--- config.mk ---
export PLATFORM = sky130hd
export DESIGN_NAME = lpsc_top
export DESIGN_NICKNAME = d
export VERILOG_FILES = /design/src/include/lpsc_pkg.sv /design/src/rtl/lpsc_top.sv
export SDC_FILE = /design/constraint.sdc
export NUM_CORES = 1
export LEC_CHECK = 0
export ABC_CLOCK_PERIOD_IN_PS = 1830
export BUFFER_PORTS_ARGS = -buffer_cell sky130_fd_sc_hd__buf_2
export CAP_MARGIN = 20
export CORE_MARGIN = 2
export CORE_UTILIZATION = 50
export CTS_CLUSTER_SIZE = 20
export DETAILED_ROUTE_END_ITERATION = 8
export HOLD_SLACK_MARGIN = 0.1
export PLACE_DENSITY = 0.77
export SLEW_MARGIN = 20
export SYNTH_ARGS = -nofsm -noshare
export SYNTH_HDL_FRONTEND = slang
export SYNTH_SLANG_ARGS = --single-unit
--- constraint.sdc ---
create_clock -name clk_i -period 1.83 [get_ports clk_i]
set_clock_uncertainty 0.1 [all_clocks]
set_input_delay 0.2745 -clock clk_i [delete_from_list [all_inputs] [get_ports clk_i]]
set_output_delay 0.2745 -clock clk_i [all_outputs]
set_load 0.02 [all_outputs]
--- src/include/lpsc_pkg.sv ---
// constants for the ldo pair state control register bank
`default_nettype none
package lpsc_pkg;
    localparam logic [7:0] LDO_ONE_CONTROL_ADDR = 8'h3F;
    localparam logic [7:0] LDO_TWO_CONTROL_ADDR = 8'h40;
    localparam logic [7:0] LDO_ONE_CONTROL_RESET = 8'h24;
    localparam logic [7:0] LDO_TWO_CONTROL_RESET = 8'h3C;
    localparam int STATE_LSB = 0;
    localparam int STATE_MSB = 2;
    localparam int EXIT_LSB = 3;
    localparam int EXIT_MSB = 5;
    localparam logic [7:0] WRITABLE_MASK = 8'h3F;
    localparam logic [2:0] CODE_OFF = 3'h4;
    localparam logic [2:0] CODE_LOW_POWER = 3'h5;
    localparam logic [2:0] CODE_ACTIVE_A = 3'h6;
    localparam logic [2:0] CODE_ACTIVE_B = 3'h7;
    // decoded operating mode of one regulator
    typedef enum logic [1:0] {
        LPSC_MODE_RESERVED = 2'b00,
        LPSC_MODE_OFF = 2'b01,
        LPSC_MODE_LOW_POWER = 2'b10,
        LPSC_MODE_ACTIVE = 2'b11
    } lpsc_mode_t;
endpackage
`default_nettype wire

--- src/rtl/lpsc_top.sv ---
// register bank and state decode for the two ldos on the shared input pin
//
// Summary of operation
// - state field decodes off, low power, active
// - standby exit copies valid exit field to state
// - ldo one control at 3F, reset 24
// - ldo two control at 40, reset 3C
// - the two regulators are controlled independently
// - discharge enabled while state selects off
// - per regulator over-current and under-voltage flags
// - ldo one low power only when programmed
`timescale 1ns/1ps
`default_nettype none
module lpsc_top
    import lpsc_pkg::*;
(
    input wire logic clk_i,
    input wire logic reset_i,
    input wire logic wr_en_i,                // one-cycle register write strobe
    input wire logic [7:0] addr_i,
    input wire logic [7:0] wr_data_i,
    output logic [7:0] rd_data_o,            // registered read of addr_i
    input wire logic standby_exit_pin_i,     // asynchronous pin
    input wire logic [1:0] over_current_i,   // analog comparators, async
    input wire logic [1:0] under_voltage_i,  // analog comparators, async
    output logic [1:0] ldo_one_mode_o,
    output logic [1:0] ldo_two_mode_o,
    output logic [1:0] discharge_o,          // bit 0 ldo one, bit 1 ldo two
    output logic [1:0] over_current_o,
    output logic [1:0] under_voltage_o
);
    ////////////////////////////////////////////////////////////////////////
    // state record
    typedef struct packed {
        logic [7:0] ctl_one;     // ldo_one_control
        logic [7:0] ctl_two;     // ldo_two_control
        logic [7:0] rd_data;
        logic [2:0] exit_sync;   // two sync stages plus edge history
        logic [1:0] oc_s1;
        logic [1:0] oc_s2;
        logic [1:0] uv_s1;
        logic [1:0] uv_s2;
        logic [1:0] oc_flag;
        logic [1:0] uv_flag;
        lpsc_mode_t mode_one;
        lpsc_mode_t mode_two;
        logic [1:0] discharge;
    } lpsc_state_t;

    lpsc_state_t state_reg;
    lpsc_state_t state_next;

    // decode of a 3-bit state field into a mode
    function automatic lpsc_mode_t decode_mode(input logic [2:0] code);
        case (code)
            CODE_OFF: decode_mode = LPSC_MODE_OFF;
            CODE_LOW_POWER: decode_mode = LPSC_MODE_LOW_POWER;
            CODE_ACTIVE_A: decode_mode = LPSC_MODE_ACTIVE;
            CODE_ACTIVE_B: decode_mode = LPSC_MODE_ACTIVE;
            default: decode_mode = LPSC_MODE_RESERVED;
        endcase
    endfunction

    // apply the standby exit copy, codes below off leave state alone
    function automatic logic [7:0] exit_copy(input logic [7:0] ctl);
        logic [7:0] r;
        r = ctl;
        if (ctl[EXIT_MSB]) begin // codes 4..7 have the top bit set
            r[STATE_MSB:STATE_LSB] = ctl[EXIT_MSB:EXIT_LSB];
        end
        exit_copy = r;
    endfunction

    ////////////////////////////////////////////////////////////////////////
    // next state
    always_comb begin
        logic exit_rise;
        exit_rise = 1'b0;
        state_next = state_reg;
        // pin synchroniser, stage 0 read only by stage 1
        state_next.exit_sync = {state_reg.exit_sync[1:0], standby_exit_pin_i};
        exit_rise = state_reg.exit_sync[1] & ~state_reg.exit_sync[2];
        state_next.oc_s1 = over_current_i;
        state_next.oc_s2 = state_reg.oc_s1;
        state_next.uv_s1 = under_voltage_i;
        state_next.uv_s2 = state_reg.uv_s1;
        // monitors follow the comparators per regulator
        state_next.oc_flag = state_reg.oc_s2;
        state_next.uv_flag = state_reg.uv_s2;
        // writes touch only the addressed register, reserved bits dropped
        if (wr_en_i && addr_i == LDO_ONE_CONTROL_ADDR) begin
            state_next.ctl_one = wr_data_i & WRITABLE_MASK;
        end
        if (wr_en_i && addr_i == LDO_TWO_CONTROL_ADDR) begin
            state_next.ctl_two = wr_data_i & WRITABLE_MASK;
        end
        // exit edge wins over a same-cycle write; relies on host setup
        if (exit_rise) begin
            state_next.ctl_one = exit_copy(state_reg.ctl_one);
            state_next.ctl_two = exit_copy(state_reg.ctl_two);
        end
        // mode only from the programmed field, never from load
        state_next.mode_one =
            decode_mode(state_reg.ctl_one[STATE_MSB:STATE_LSB]);
        state_next.mode_two =
            decode_mode(state_reg.ctl_two[STATE_MSB:STATE_LSB]);
        // reserved codes are treated as off for discharge, safer default
        state_next.discharge[0] = (state_next.mode_one == LPSC_MODE_OFF) ||
            (state_next.mode_one == LPSC_MODE_RESERVED);
        state_next.discharge[1] = (state_next.mode_two == LPSC_MODE_OFF) ||
            (state_next.mode_two == LPSC_MODE_RESERVED);
        // read mux, unmapped addresses read zero
        case (addr_i)
            LDO_ONE_CONTROL_ADDR: state_next.rd_data = state_reg.ctl_one;
            LDO_TWO_CONTROL_ADDR: state_next.rd_data = state_reg.ctl_two;
            default: state_next.rd_data = 8'h00;
        endcase
    end

    ////////////////////////////////////////////////////////////////////////
    // registers
    always_ff @(posedge clk_i) begin
        if (reset_i) begin
            state_reg <= '0;
            state_reg.ctl_one <= LDO_ONE_CONTROL_RESET;
            state_reg.ctl_two <= LDO_TWO_CONTROL_RESET;
            state_reg.mode_one <= LPSC_MODE_OFF;
            state_reg.mode_two <= LPSC_MODE_OFF;
            state_reg.discharge <= 2'h3;
        end else begin
            state_reg <= state_next;
        end
    end

    assign rd_data_o = state_reg.rd_data;
    assign ldo_one_mode_o = state_reg.mode_one;
    assign ldo_two_mode_o = state_reg.mode_two;
    assign discharge_o = state_reg.discharge;
    assign over_current_o = state_reg.oc_flag;
    assign under_voltage_o = state_reg.uv_flag;

    ////////////////////////////////////////////////////////////////////////
    // assertions
    property p_decode;
        @(posedge clk_i) disable iff (reset_i)
        state_reg.ctl_one[STATE_MSB:STATE_LSB] == CODE_LOW_POWER
            |=> ldo_one_mode_o == LPSC_MODE_LOW_POWER;
    endproperty
    a_decode: assert property (p_decode)
        else $error("low power code not decoded");

    property p_exit;
        @(posedge clk_i) disable iff (reset_i)
        $rose(state_reg.exit_sync[1]) && state_reg.ctl_two[EXIT_MSB]
            |=> state_reg.ctl_two[STATE_MSB:STATE_LSB] ==
                $past(state_reg.ctl_two[EXIT_MSB:EXIT_LSB]);
    endproperty
    a_exit: assert property (p_exit)
        else $error("exit field not copied");

    property p_nocopy;
        @(posedge clk_i) disable iff (reset_i)
        $rose(state_reg.exit_sync[1]) && !state_reg.ctl_one[EXIT_MSB] &&
            !wr_en_i |=> $stable(state_reg.ctl_one);
    endproperty
    a_nocopy: assert property (p_nocopy)
        else $error("reserved exit code changed state");

    property p_rst_one;
        @(posedge clk_i) reset_i |=> state_reg.ctl_one == LDO_ONE_CONTROL_RESET;
    endproperty
    a_rst_one: assert property (p_rst_one)
        else $error("ldo one reset value wrong");

    property p_rst_two;
        @(posedge clk_i) reset_i |=> state_reg.ctl_two == LDO_TWO_CONTROL_RESET;
    endproperty
    a_rst_two: assert property (p_rst_two)
        else $error("ldo two reset value wrong");

    property p_indep;
        @(posedge clk_i) disable iff (reset_i)
        wr_en_i && addr_i == LDO_ONE_CONTROL_ADDR &&
            !$rose(state_reg.exit_sync[1]) |=> $stable(state_reg.ctl_two);
    endproperty
    a_indep: assert property (p_indep)
        else $error("write to ldo one disturbed ldo two");

    property p_discharge;
        @(posedge clk_i) disable iff (reset_i)
        ldo_two_mode_o == LPSC_MODE_ACTIVE |-> !discharge_o[1];
    endproperty
    a_discharge: assert property (p_discharge)
        else $error("discharge on while active");

    property p_monitor;
        @(posedge clk_i) disable iff (reset_i)
        over_current_i[0] ##1 over_current_i[0] ##1 over_current_i[0]
            |=> over_current_o[0];
    endproperty
    a_monitor: assert property (p_monitor)
        else $error("over-current not flagged");

    property p_reserved;
        @(posedge clk_i) disable iff (reset_i)
        rd_data_o[7:6] == 2'h0;
    endproperty
    a_reserved: assert property (p_reserved)
        else $error("reserved bits read nonzero");

    // ties discharge to the register field, not to the decoded mode
    property p_off_discharge;
        @(posedge clk_i) disable iff (reset_i)
        state_reg.ctl_one[STATE_MSB:STATE_LSB] == CODE_OFF
            |=> discharge_o[0];
    endproperty
    a_off_discharge: assert property (p_off_discharge)
        else $error("ldo one off without discharge");

    // low power on ldo one only ever follows the programmed code
    property p_lowpwr_only;
        @(posedge clk_i) disable iff (reset_i)
        ldo_one_mode_o == LPSC_MODE_LOW_POWER
            |-> $past(state_reg.ctl_one[STATE_MSB:STATE_LSB]) ==
                CODE_LOW_POWER;
    endproperty
    a_lowpwr_only: assert property (p_lowpwr_only)
        else $error("ldo one entered low power unprogrammed");

    c_exit: cover property (@(posedge clk_i) disable iff (reset_i)
        $rose(state_reg.exit_sync[1]) && state_reg.ctl_two[EXIT_MSB]);
    c_write: cover property (@(posedge clk_i) disable iff (reset_i)
        wr_en_i && addr_i == LDO_TWO_CONTROL_ADDR);
    c_lowpwr: cover property (@(posedge clk_i) disable iff (reset_i)
        ldo_one_mode_o == LPSC_MODE_LOW_POWER);
    // write and exit edge in one cycle, the copy must win
    c_collide: cover property (@(posedge clk_i) disable iff (reset_i)
        $rose(state_reg.exit_sync[1]) && wr_en_i);
endmodule // lpsc_top
`default_nettype wire

# After elaboration in Yosys (flattened, before gate mapping)
# Cells that the tools add are included.
[classes]
eq_ne = 14
n_mux = 8
n_bitwise = 3
reduce_logical = 14
[ops]
columns = ["cell", "n"]
rows = [
  ["$eq A3 B3 Y1 const B", 8],
  ["$pmux W2 S3", 2],
  ["$pmux W6 S2", 1],
  ["$mux W11", 1],
  ["$mux W3", 3],
  ["$eq A8 B6 Y1 const B", 1],
  ["$eq A8 B7 Y1 const B", 1],
  ["$reduce_and A2 Y1", 4],
  ["$mux W6", 1],
  ["$eq A2 B1 Y1 const B", 2],
  ["$logic_not A2 Y1", 2],
  ["$ne A2 B2 Y1 const B", 2],
  ["$reduce_bool A2 Y1", 2],
  ["$reduce_or A2 Y1", 2],
  ["$logic_and A1 B1 Y1", 2],
  ["$logic_or A1 B1 Y1", 2],
  ["$not A1 Y1", 2],
  ["$and A1 B1 Y1", 1],
]
[word_totals]
register_bits = 41
output_inout_bits = 18
word_cells = 54

# Longest topological paths before layout
# Gate-level depths: netlist of run 1.
[depth]
depth_word = 5
mapped_depth = 5
ltp_nobuf = 4

# Worst setup path after synthesis of run 1
# Ideal clock, no wire load.
[synth_path]
kind = "input -> register"
start = "input port addr_i[7]"
end = "register state_reg[29] (netlist bit)"
arrival_ns = 1.059
required_ns = 1.611
path_slack_ns = 0.553
stages = 3
cell_sequence = "nor4b_4 -> nand4_4 -> o221a_2"
[synth_between]
elab_chain_len = 4
[synth_rtl]
columns = ["item", "line", "source"]
rows = [
  ["start: declaration", "lpsc_top.sv:20", "input wire logic [7:0] addr_i,"],
  ["$eq A8 B7 Y1", "lpsc_top.sv:94", "if (wr_en_i && addr_i == LDO_TWO_CONTROL_ADDR) begin"],
  ["$logic_and A1 B1 Y1", "lpsc_top.sv:94", ""],
  ["$reduce_bool A2 Y1 (no source line)", "n/a", ""],
  ["$reduce_and A2 Y1 (no source line)", "n/a", ""],
  ["end signal: assignment", "lpsc_top.sv:131", "state_reg <= state_next;"],
  ["end: declaration", "lpsc_top.sv:50", "lpsc_state_t state_reg;"],
]
# Every way passes these cells.
# A chain may end at the register's enable or synchronous reset.

# Worst setup path in the final report of run 1
[layout_path]
start = "register state_reg[20] (netlist bit)"
end = "register state_reg[39] (netlist bit)"
[layout_between]
elab_chain_len = 4
[layout_rtl]
columns = ["item", "line", "source"]
rows = [
  ["$not A1 Y1 *", "lpsc_top.sv:82", "exit_rise = state_reg.exit_sync[1] & ~state_reg.exit_sync[2];"],
  ["$and A1 B1 Y1 *", "lpsc_top.sv:82", ""],
  ["$ne A2 B2 Y1 (no source line) or $reduce_bool A2 Y1 (tied branches)", "n/a", ""],
  ["$reduce_and A2 Y1 (no source line)", "n/a", ""],
]
# Mark *: on every way between the ends. The rest lies on a longest branch, timed or not.

==> run_results.csv, run 1 <==
group,metric,value,unit
power_and_ir_drop,p_int,1160,uW
timing,finalSetupViolations,0,
logic_synthesis,yosysSeqAreaShare,51.8,%
global_route,grt_max_degree,26,
cells_and_area,n_antenna_cell,0,
setup_path,arrival,1.70,ns
place,gp_congestion,0.842,
cells_and_area,fin_area,1730,sq um
floorplanning,rows,19,
logic_synthesis,ys_types,30,
clock_network,postCtsResizedCells,0,
power_and_ir_drop,p_seq_share,59.1,%
clock_network,cts.htree.levels,2,
detailed_routing,dr.pass1.iters,6,
timing,slew_violations,0,
timing,grt_setup_unrepaired,"no",
clock_network,insertion_delay,0.34,ns
floorplanning,ios,42,
setup_path,cp_data_required_time,1.94,ns
clock_network,cts_buffer_depth,2,
clock_network,path_clk_slew,0.11,ns
floorplanning,die_x,58.9,microns
setup_path,cp_top_family,"simple AND/OR/NAND/NOR gates",
power_and_ir_drop,comb_power_share,8.3,%
logic_synthesis,syn_area,1510,sq um
floorplanning,dieArea,3470,sq um
setup_path,cp_max_fo,5,
timing,min_period,1.59,ns
cells_and_area,syn_to_final_growth,14.9,%
cells_and_area,num-fill-cells,248,
timing,fin_tns_setup,0,ns
logic_synthesis,yosysWarnings,0,
detailed_routing,drt_wl_total,2550,microns
power_and_ir_drop,vdd_ir_drop_max,613,uV
setup_path,critPathBufInv,0,
setup_path,end_kind,"flop",
outcome,status,"finished, violations left",
logic_synthesis,syn_inst,143,
flow_run,cap_violations,0,
place,placed_cell_area,1580,sq um
cells_and_area,largest_reg_flops,13,
place,dp_hpwl,1870,microns
clock_network,cts_inserted_buffers,5,
setup_path,cp_slowest_cell,"dfxtp_1",
detailed_routing,route.detailed.drc,2,
logic_synthesis,synth-edff-count,0,
global_route,grt_pass1_wl,4180,microns
setup_path,max_stage_delay,0.36,ns
floorplanning,start_util,53.7,%
power_and_ir_drop,switchingPower,338,uW
logic_synthesis,synthArstFlopShare,0,%
detailed_routing,num_vias,1069,
timing,fin_crit_sh,86.9,%
global_route,antenna_found_initial,0,
clock_network,tritoncts,"done",
logic_synthesis,synthFlopType,"dfxtp_1",
logic_synthesis,ys_ff_latch,39,
detailed_routing,routedWlPerCell,12.4,microns
cells_and_area,fin_nets,197,
floorplanning,chipHeight,58.9,microns
detailed_routing,drt_iter0_markers,31,
setup_path,cp-start-kind,"flop",
clock_network,hold_buffers,8,
setup_path,crit_chain,"nand2b_1, nand4_2, o32ai_1, nand2_1",
global_route,grt.total_usage,16.4,%
setup_path,critPathKind,"reg -> reg",
power_and_ir_drop,pwr_density_cell,863,nW/um^2
global_route,grt_pass1_vias,936,
power_and_ir_drop,clockPowerShare,32.7,%
timing,finalHoldViolCount,0,
clock_network,cts_setup_buffers,0,
cells_and_area,drive_gt1_share,31.6,%
logic_synthesis,syn_area_per_cell,10.5,sq um
power_and_ir_drop,power.leakage,0.000821,uW
power_and_ir_drop,switching_share,22.6,%
timing,timing.fmax,629,MHz
detailed_routing,ant_nets,0,
place,io_buffers,37,
global_route,globalRouteOverflowTotal,0,
detailed_routing,viasPerCell,5.21,
worst_hold_path,hold_class,"in -> reg",
clock_network,root_buffer,"clkbuf_4",
cells_and_area,final_common_cell,"dfxtp_1",
floorplanning,core,2810,sq um
cells_and_area,layout_common_cells,"dfxtp_1, buf_2, nor2b_1",
outcome,violations,"design-rule violations",
clock_network,cts_sinks,39,
[layout make-up]
cell class                      instances  area (sq um)  area share [%]
Clock buffer                            7          65.1            3.75
Clock inverter                          1          7.51           0.433
Inverter                                5          18.8            1.08
Multi-Input combinational cell         76           549            31.7
Sequential cell                        39           781            45.1
Tap cell                               31          38.8            2.24
Timing Repair Buffer                   46           273            15.7
[cell usage after synthesis, drive strengths merged, types with 2 or more instances]
library cell / instances / area, sq um
o221a: 2 / 22.5
nor2: 10 / 37.5
o21ai: 3 / 15.0
mux2i: 8 / 80.1
and2: 2 / 13.8
a22oi: 6 / 45.0
clkbuf: 4 / 15.0
dfxtp: 39 / 781
o211ai: 2 / 15.0
inv: 5 / 18.8
and3b: 2 / 17.5
o21a: 2 / 15.0
nor2b: 16 / 100
nand2: 9 / 33.8
nand4: 2 / 33.8
buf: 20 / 148
a211oi: 2 / 15.0
[power by group through the flow]
stage | Clock (uW) | Combinational [uW] | Sequential (uW)
global placement | 0 | 107 | 901
global route | 539 | 135 | 886
finish | 488 | 124 | 883
CTS | 498 | 124 | 883
floorplan | 0 | 78.1 | 900
detailed placement | 0 | 111 | 902
[layer usage]
layer / routed length (microns) / up-vias / global-route usage, %
met5: 0 / - / 0
li1: - / 519 / -
met2: 1290 / 37 / 28.3
met4: 78 / 0 / 9.09
met3: 150 / 10 / 3.96
met1: 1030 / 503 / 18.5
[stage by stage]
| step | util, % | hold WS, ns | setup slack, ns | power, uW | std cells |
|---|---|---|---|---|---|
| 2_1_floorplan | - | 0.246 | 0.553 | 978 | 144 |
| 3_3_place_gp | 56.3 | 0.320 | 0.349 | 1010 | 189 |
| 3_5_place_dp | 56.3 | 0.330 | 0.226 | 1010 | 189 |
| 4_1_cts | 61.8 | 0.110 | 0.234 | 1510 | 205 |
| 5_1_grt | 61.8 | 0.119 | 0.0920 | 1560 | 205 |
| 6_report | 61.8 | 0.115 | 0.240 | 1500 | 205 |
[tightest hold or removal path, stage by stage]
cell     delay, ns
buf_2         0.09
nor3_1        0.04
o21ai_1       0.11
[cells by family (layout without fill, tap and decap cells)]
| group | after synthesis | count (layout) | synth area share, % |
|---|---|---|---|
| buffers and inverters | 29 | 59 | 12.0 |
| AND/OR/NAND/NOR | 47 | 47 | 20.8 |
| other | 1 | 2 | 0.249 |
| AO/OA/AOI/OAI | 19 | 19 | 9.79 |
| multiplexers | 8 | 8 | 5.31 |
| flip-flops | 39 | 39 | 51.8 |
[final timing paths]
check,from,to,slack (ns),cells after the start
worst min-delay path,wr_data_i[2],state_reg[31],0.12,3
worst max-delay path,state_reg[20],state_reg[39],0.24,4
worst min register to register,state_next[15],state_next[9],0.35,1
worst max register to register,state_reg[20],state_reg[39],0.24,4
No activity file was read; power rests on OpenSTA's default activity.
==> inputs of run 2 (changes only) <==
- CAP_MARGIN: 20 -> 25
- CORE_MARGIN: 2 -> unset
- CTS_BUF_LIST: unset -> sky130_fd_sc_hd__clkbuf_16
==> run_results.csv, run 2 (synthesized netlist as in run 1, its figures left out) <==
group,metric,value,unit
outcome,status,"finished, violations left",
outcome,violations,"design-rule violations",
setup_path,cp-start-kind,"flop",
detailed_routing,drt_wl_total,2440,microns
timing,slew_violations,0,
cells_and_area,final_common_cell,"dfxtp_1",
cells_and_area,n_antenna_cell,0,
setup_path,critPathKind,"reg -> reg",
timing,finalHoldViolCount,0,
setup_path,end_kind,"flop",
floorplanning,core,2810,sq um
timing,fin_tns_setup,0,ns
clock_network,cts_inserted_buffers,5,
detailed_routing,routedWlPerCell,12.3,microns
worst_hold_path,hold_class,"in -> reg",
detailed_routing,drt_iter0_markers,27,
detailed_routing,num_vias,1025,
place,dp_hpwl,1690,microns
setup_path,cp_data_required_time,1.88,ns
setup_path,cp_max_fo,5,
floorplanning,dieArea,3240,sq um
clock_network,insertion_delay,0.27,ns
power_and_ir_drop,comb_power_share,6.3,%
global_route,grt.total_usage,17.5,%
floorplanning,die_x,56.9,microns
power_and_ir_drop,p_seq_share,49.2,%
flow_run,cap_violations,0,
power_and_ir_drop,pwr_density_cell,1040,nW/um^2
timing,min_period,1.46,ns
clock_network,hold_buffers,1,
floorplanning,rows,19,
cells_and_area,syn_to_final_growth,14.9,%
global_route,grt_pass1_wl,4180,microns
clock_network,cts_setup_buffers,0,
cells_and_area,largest_reg_flops,13,
floorplanning,ios,42,
cells_and_area,drive_gt1_share,32.3,%
timing,finalSetupViolations,0,
global_route,globalRouteOverflowTotal,0,
global_route,antenna_found_initial,0,
power_and_ir_drop,clockPowerShare,44.6,%
clock_network,tritoncts,"done",
detailed_routing,viasPerCell,5.18,
clock_network,cts.htree.levels,2,
power_and_ir_drop,p_int,1420,uW
power_and_ir_drop,power.leakage,0.000825,uW
clock_network,cts_buffer_depth,2,
cells_and_area,fin_nets,190,
timing,timing.fmax,687,MHz
timing,holdWs,0.108,ns
detailed_routing,route.detailed.drc,6,
detailed_routing,dr.pass1.iters,6,
floorplanning,chipHeight,56.9,microns
clock_network,cts_sinks,39,
clock_network,postCtsResizedCells,0,
clock_network,root_buffer,"clkbuf_16",
power_and_ir_drop,switching_share,21.0,%
clock_network,path_clk_slew,0.05,ns
timing,grt_setup_unrepaired,"no",
setup_path,arrival,1.51,ns
power_and_ir_drop,switchingPower,377,uW
power_and_ir_drop,vdd_ir_drop_max,751,uV
place,io_buffers,37,
global_route,grt_max_degree,26,
timing,fin_crit_sh,79.6,%
place,gp_congestion,0.832,
detailed_routing,ant_nets,0,
cells_and_area,layout_common_cells,"dfxtp_1, buf_2, nor2b_1",
floorplanning,start_util,53.7,%
global_route,grt_pass1_vias,980,
==> run 2: worst paths after layout <==
path	slack [ns]	endpoint	startpoint	depth (start not counted)
setup reg to reg	0.37	state_reg[39]	state_reg[20]	4
setup / recovery	0.37	state_reg[39]	state_reg[20]	4
hold / removal	0.11	state_next[15]	over_current_i[1]	2
hold reg to reg	0.34	over_current_o[0]	state_next[8]	1
==> run 2: area by class of cell <==
class	count	area, sq um
Clock buffer	5	125
Clock inverter	3	16.3
Fill cell	247	1070
Inverter	5	18.8
Multi-Input combinational cell	76	549
Sequential cell	39	781
Tap cell	31	38.8
Timing Repair Buffer	39	203
==> run 2: power groups by stage <==
| stage | combinational [uW] | clock, uW | sequential (uW) |
|---|---|---|---|
| finish | 113 | 800 | 883 |
| global route | 123 | 873 | 885 |
| CTS | 113 | 822 | 884 |
| detailed placement | 110 | 0 | 902 |
| global placement | 107 | 0 | 901 |
| floorplan | 78.1 | 0 | 900 |
==> run 2: per-layer routing <==
metal | track usage, % | wire length [microns] | up-vias
met5 | 0 | 0 | -
met1 | 17.9 | 948 | 471
met4 | 6.27 | 32 | 0
met3 | 7.60 | 155 | 5
met2 | 31.4 | 1300 | 42
li1 | - | - | 507
==> run 2: critical path, cell delays in order (launching register included) <==
cell      delay [ns]
dfxtp_1         0.33
nand2b_1        0.30
nand4_2         0.24
o32ai_1         0.28
nand2_1         0.08
==> run 2: through the flow <==
step	worst slack, ns	util (%)	total power, uW	cells	instance area (sq um)
floorplan	0.553	-	978	144	1510
global placement	0.340	56.3	1010	189	1580
detailed placement	0.316	56.3	1010	189	1580
CTS	0.373	61.7	1820	198	1730
global route	0.278	61.7	1880	198	1730
finish	0.374	61.7	1800	198	1730
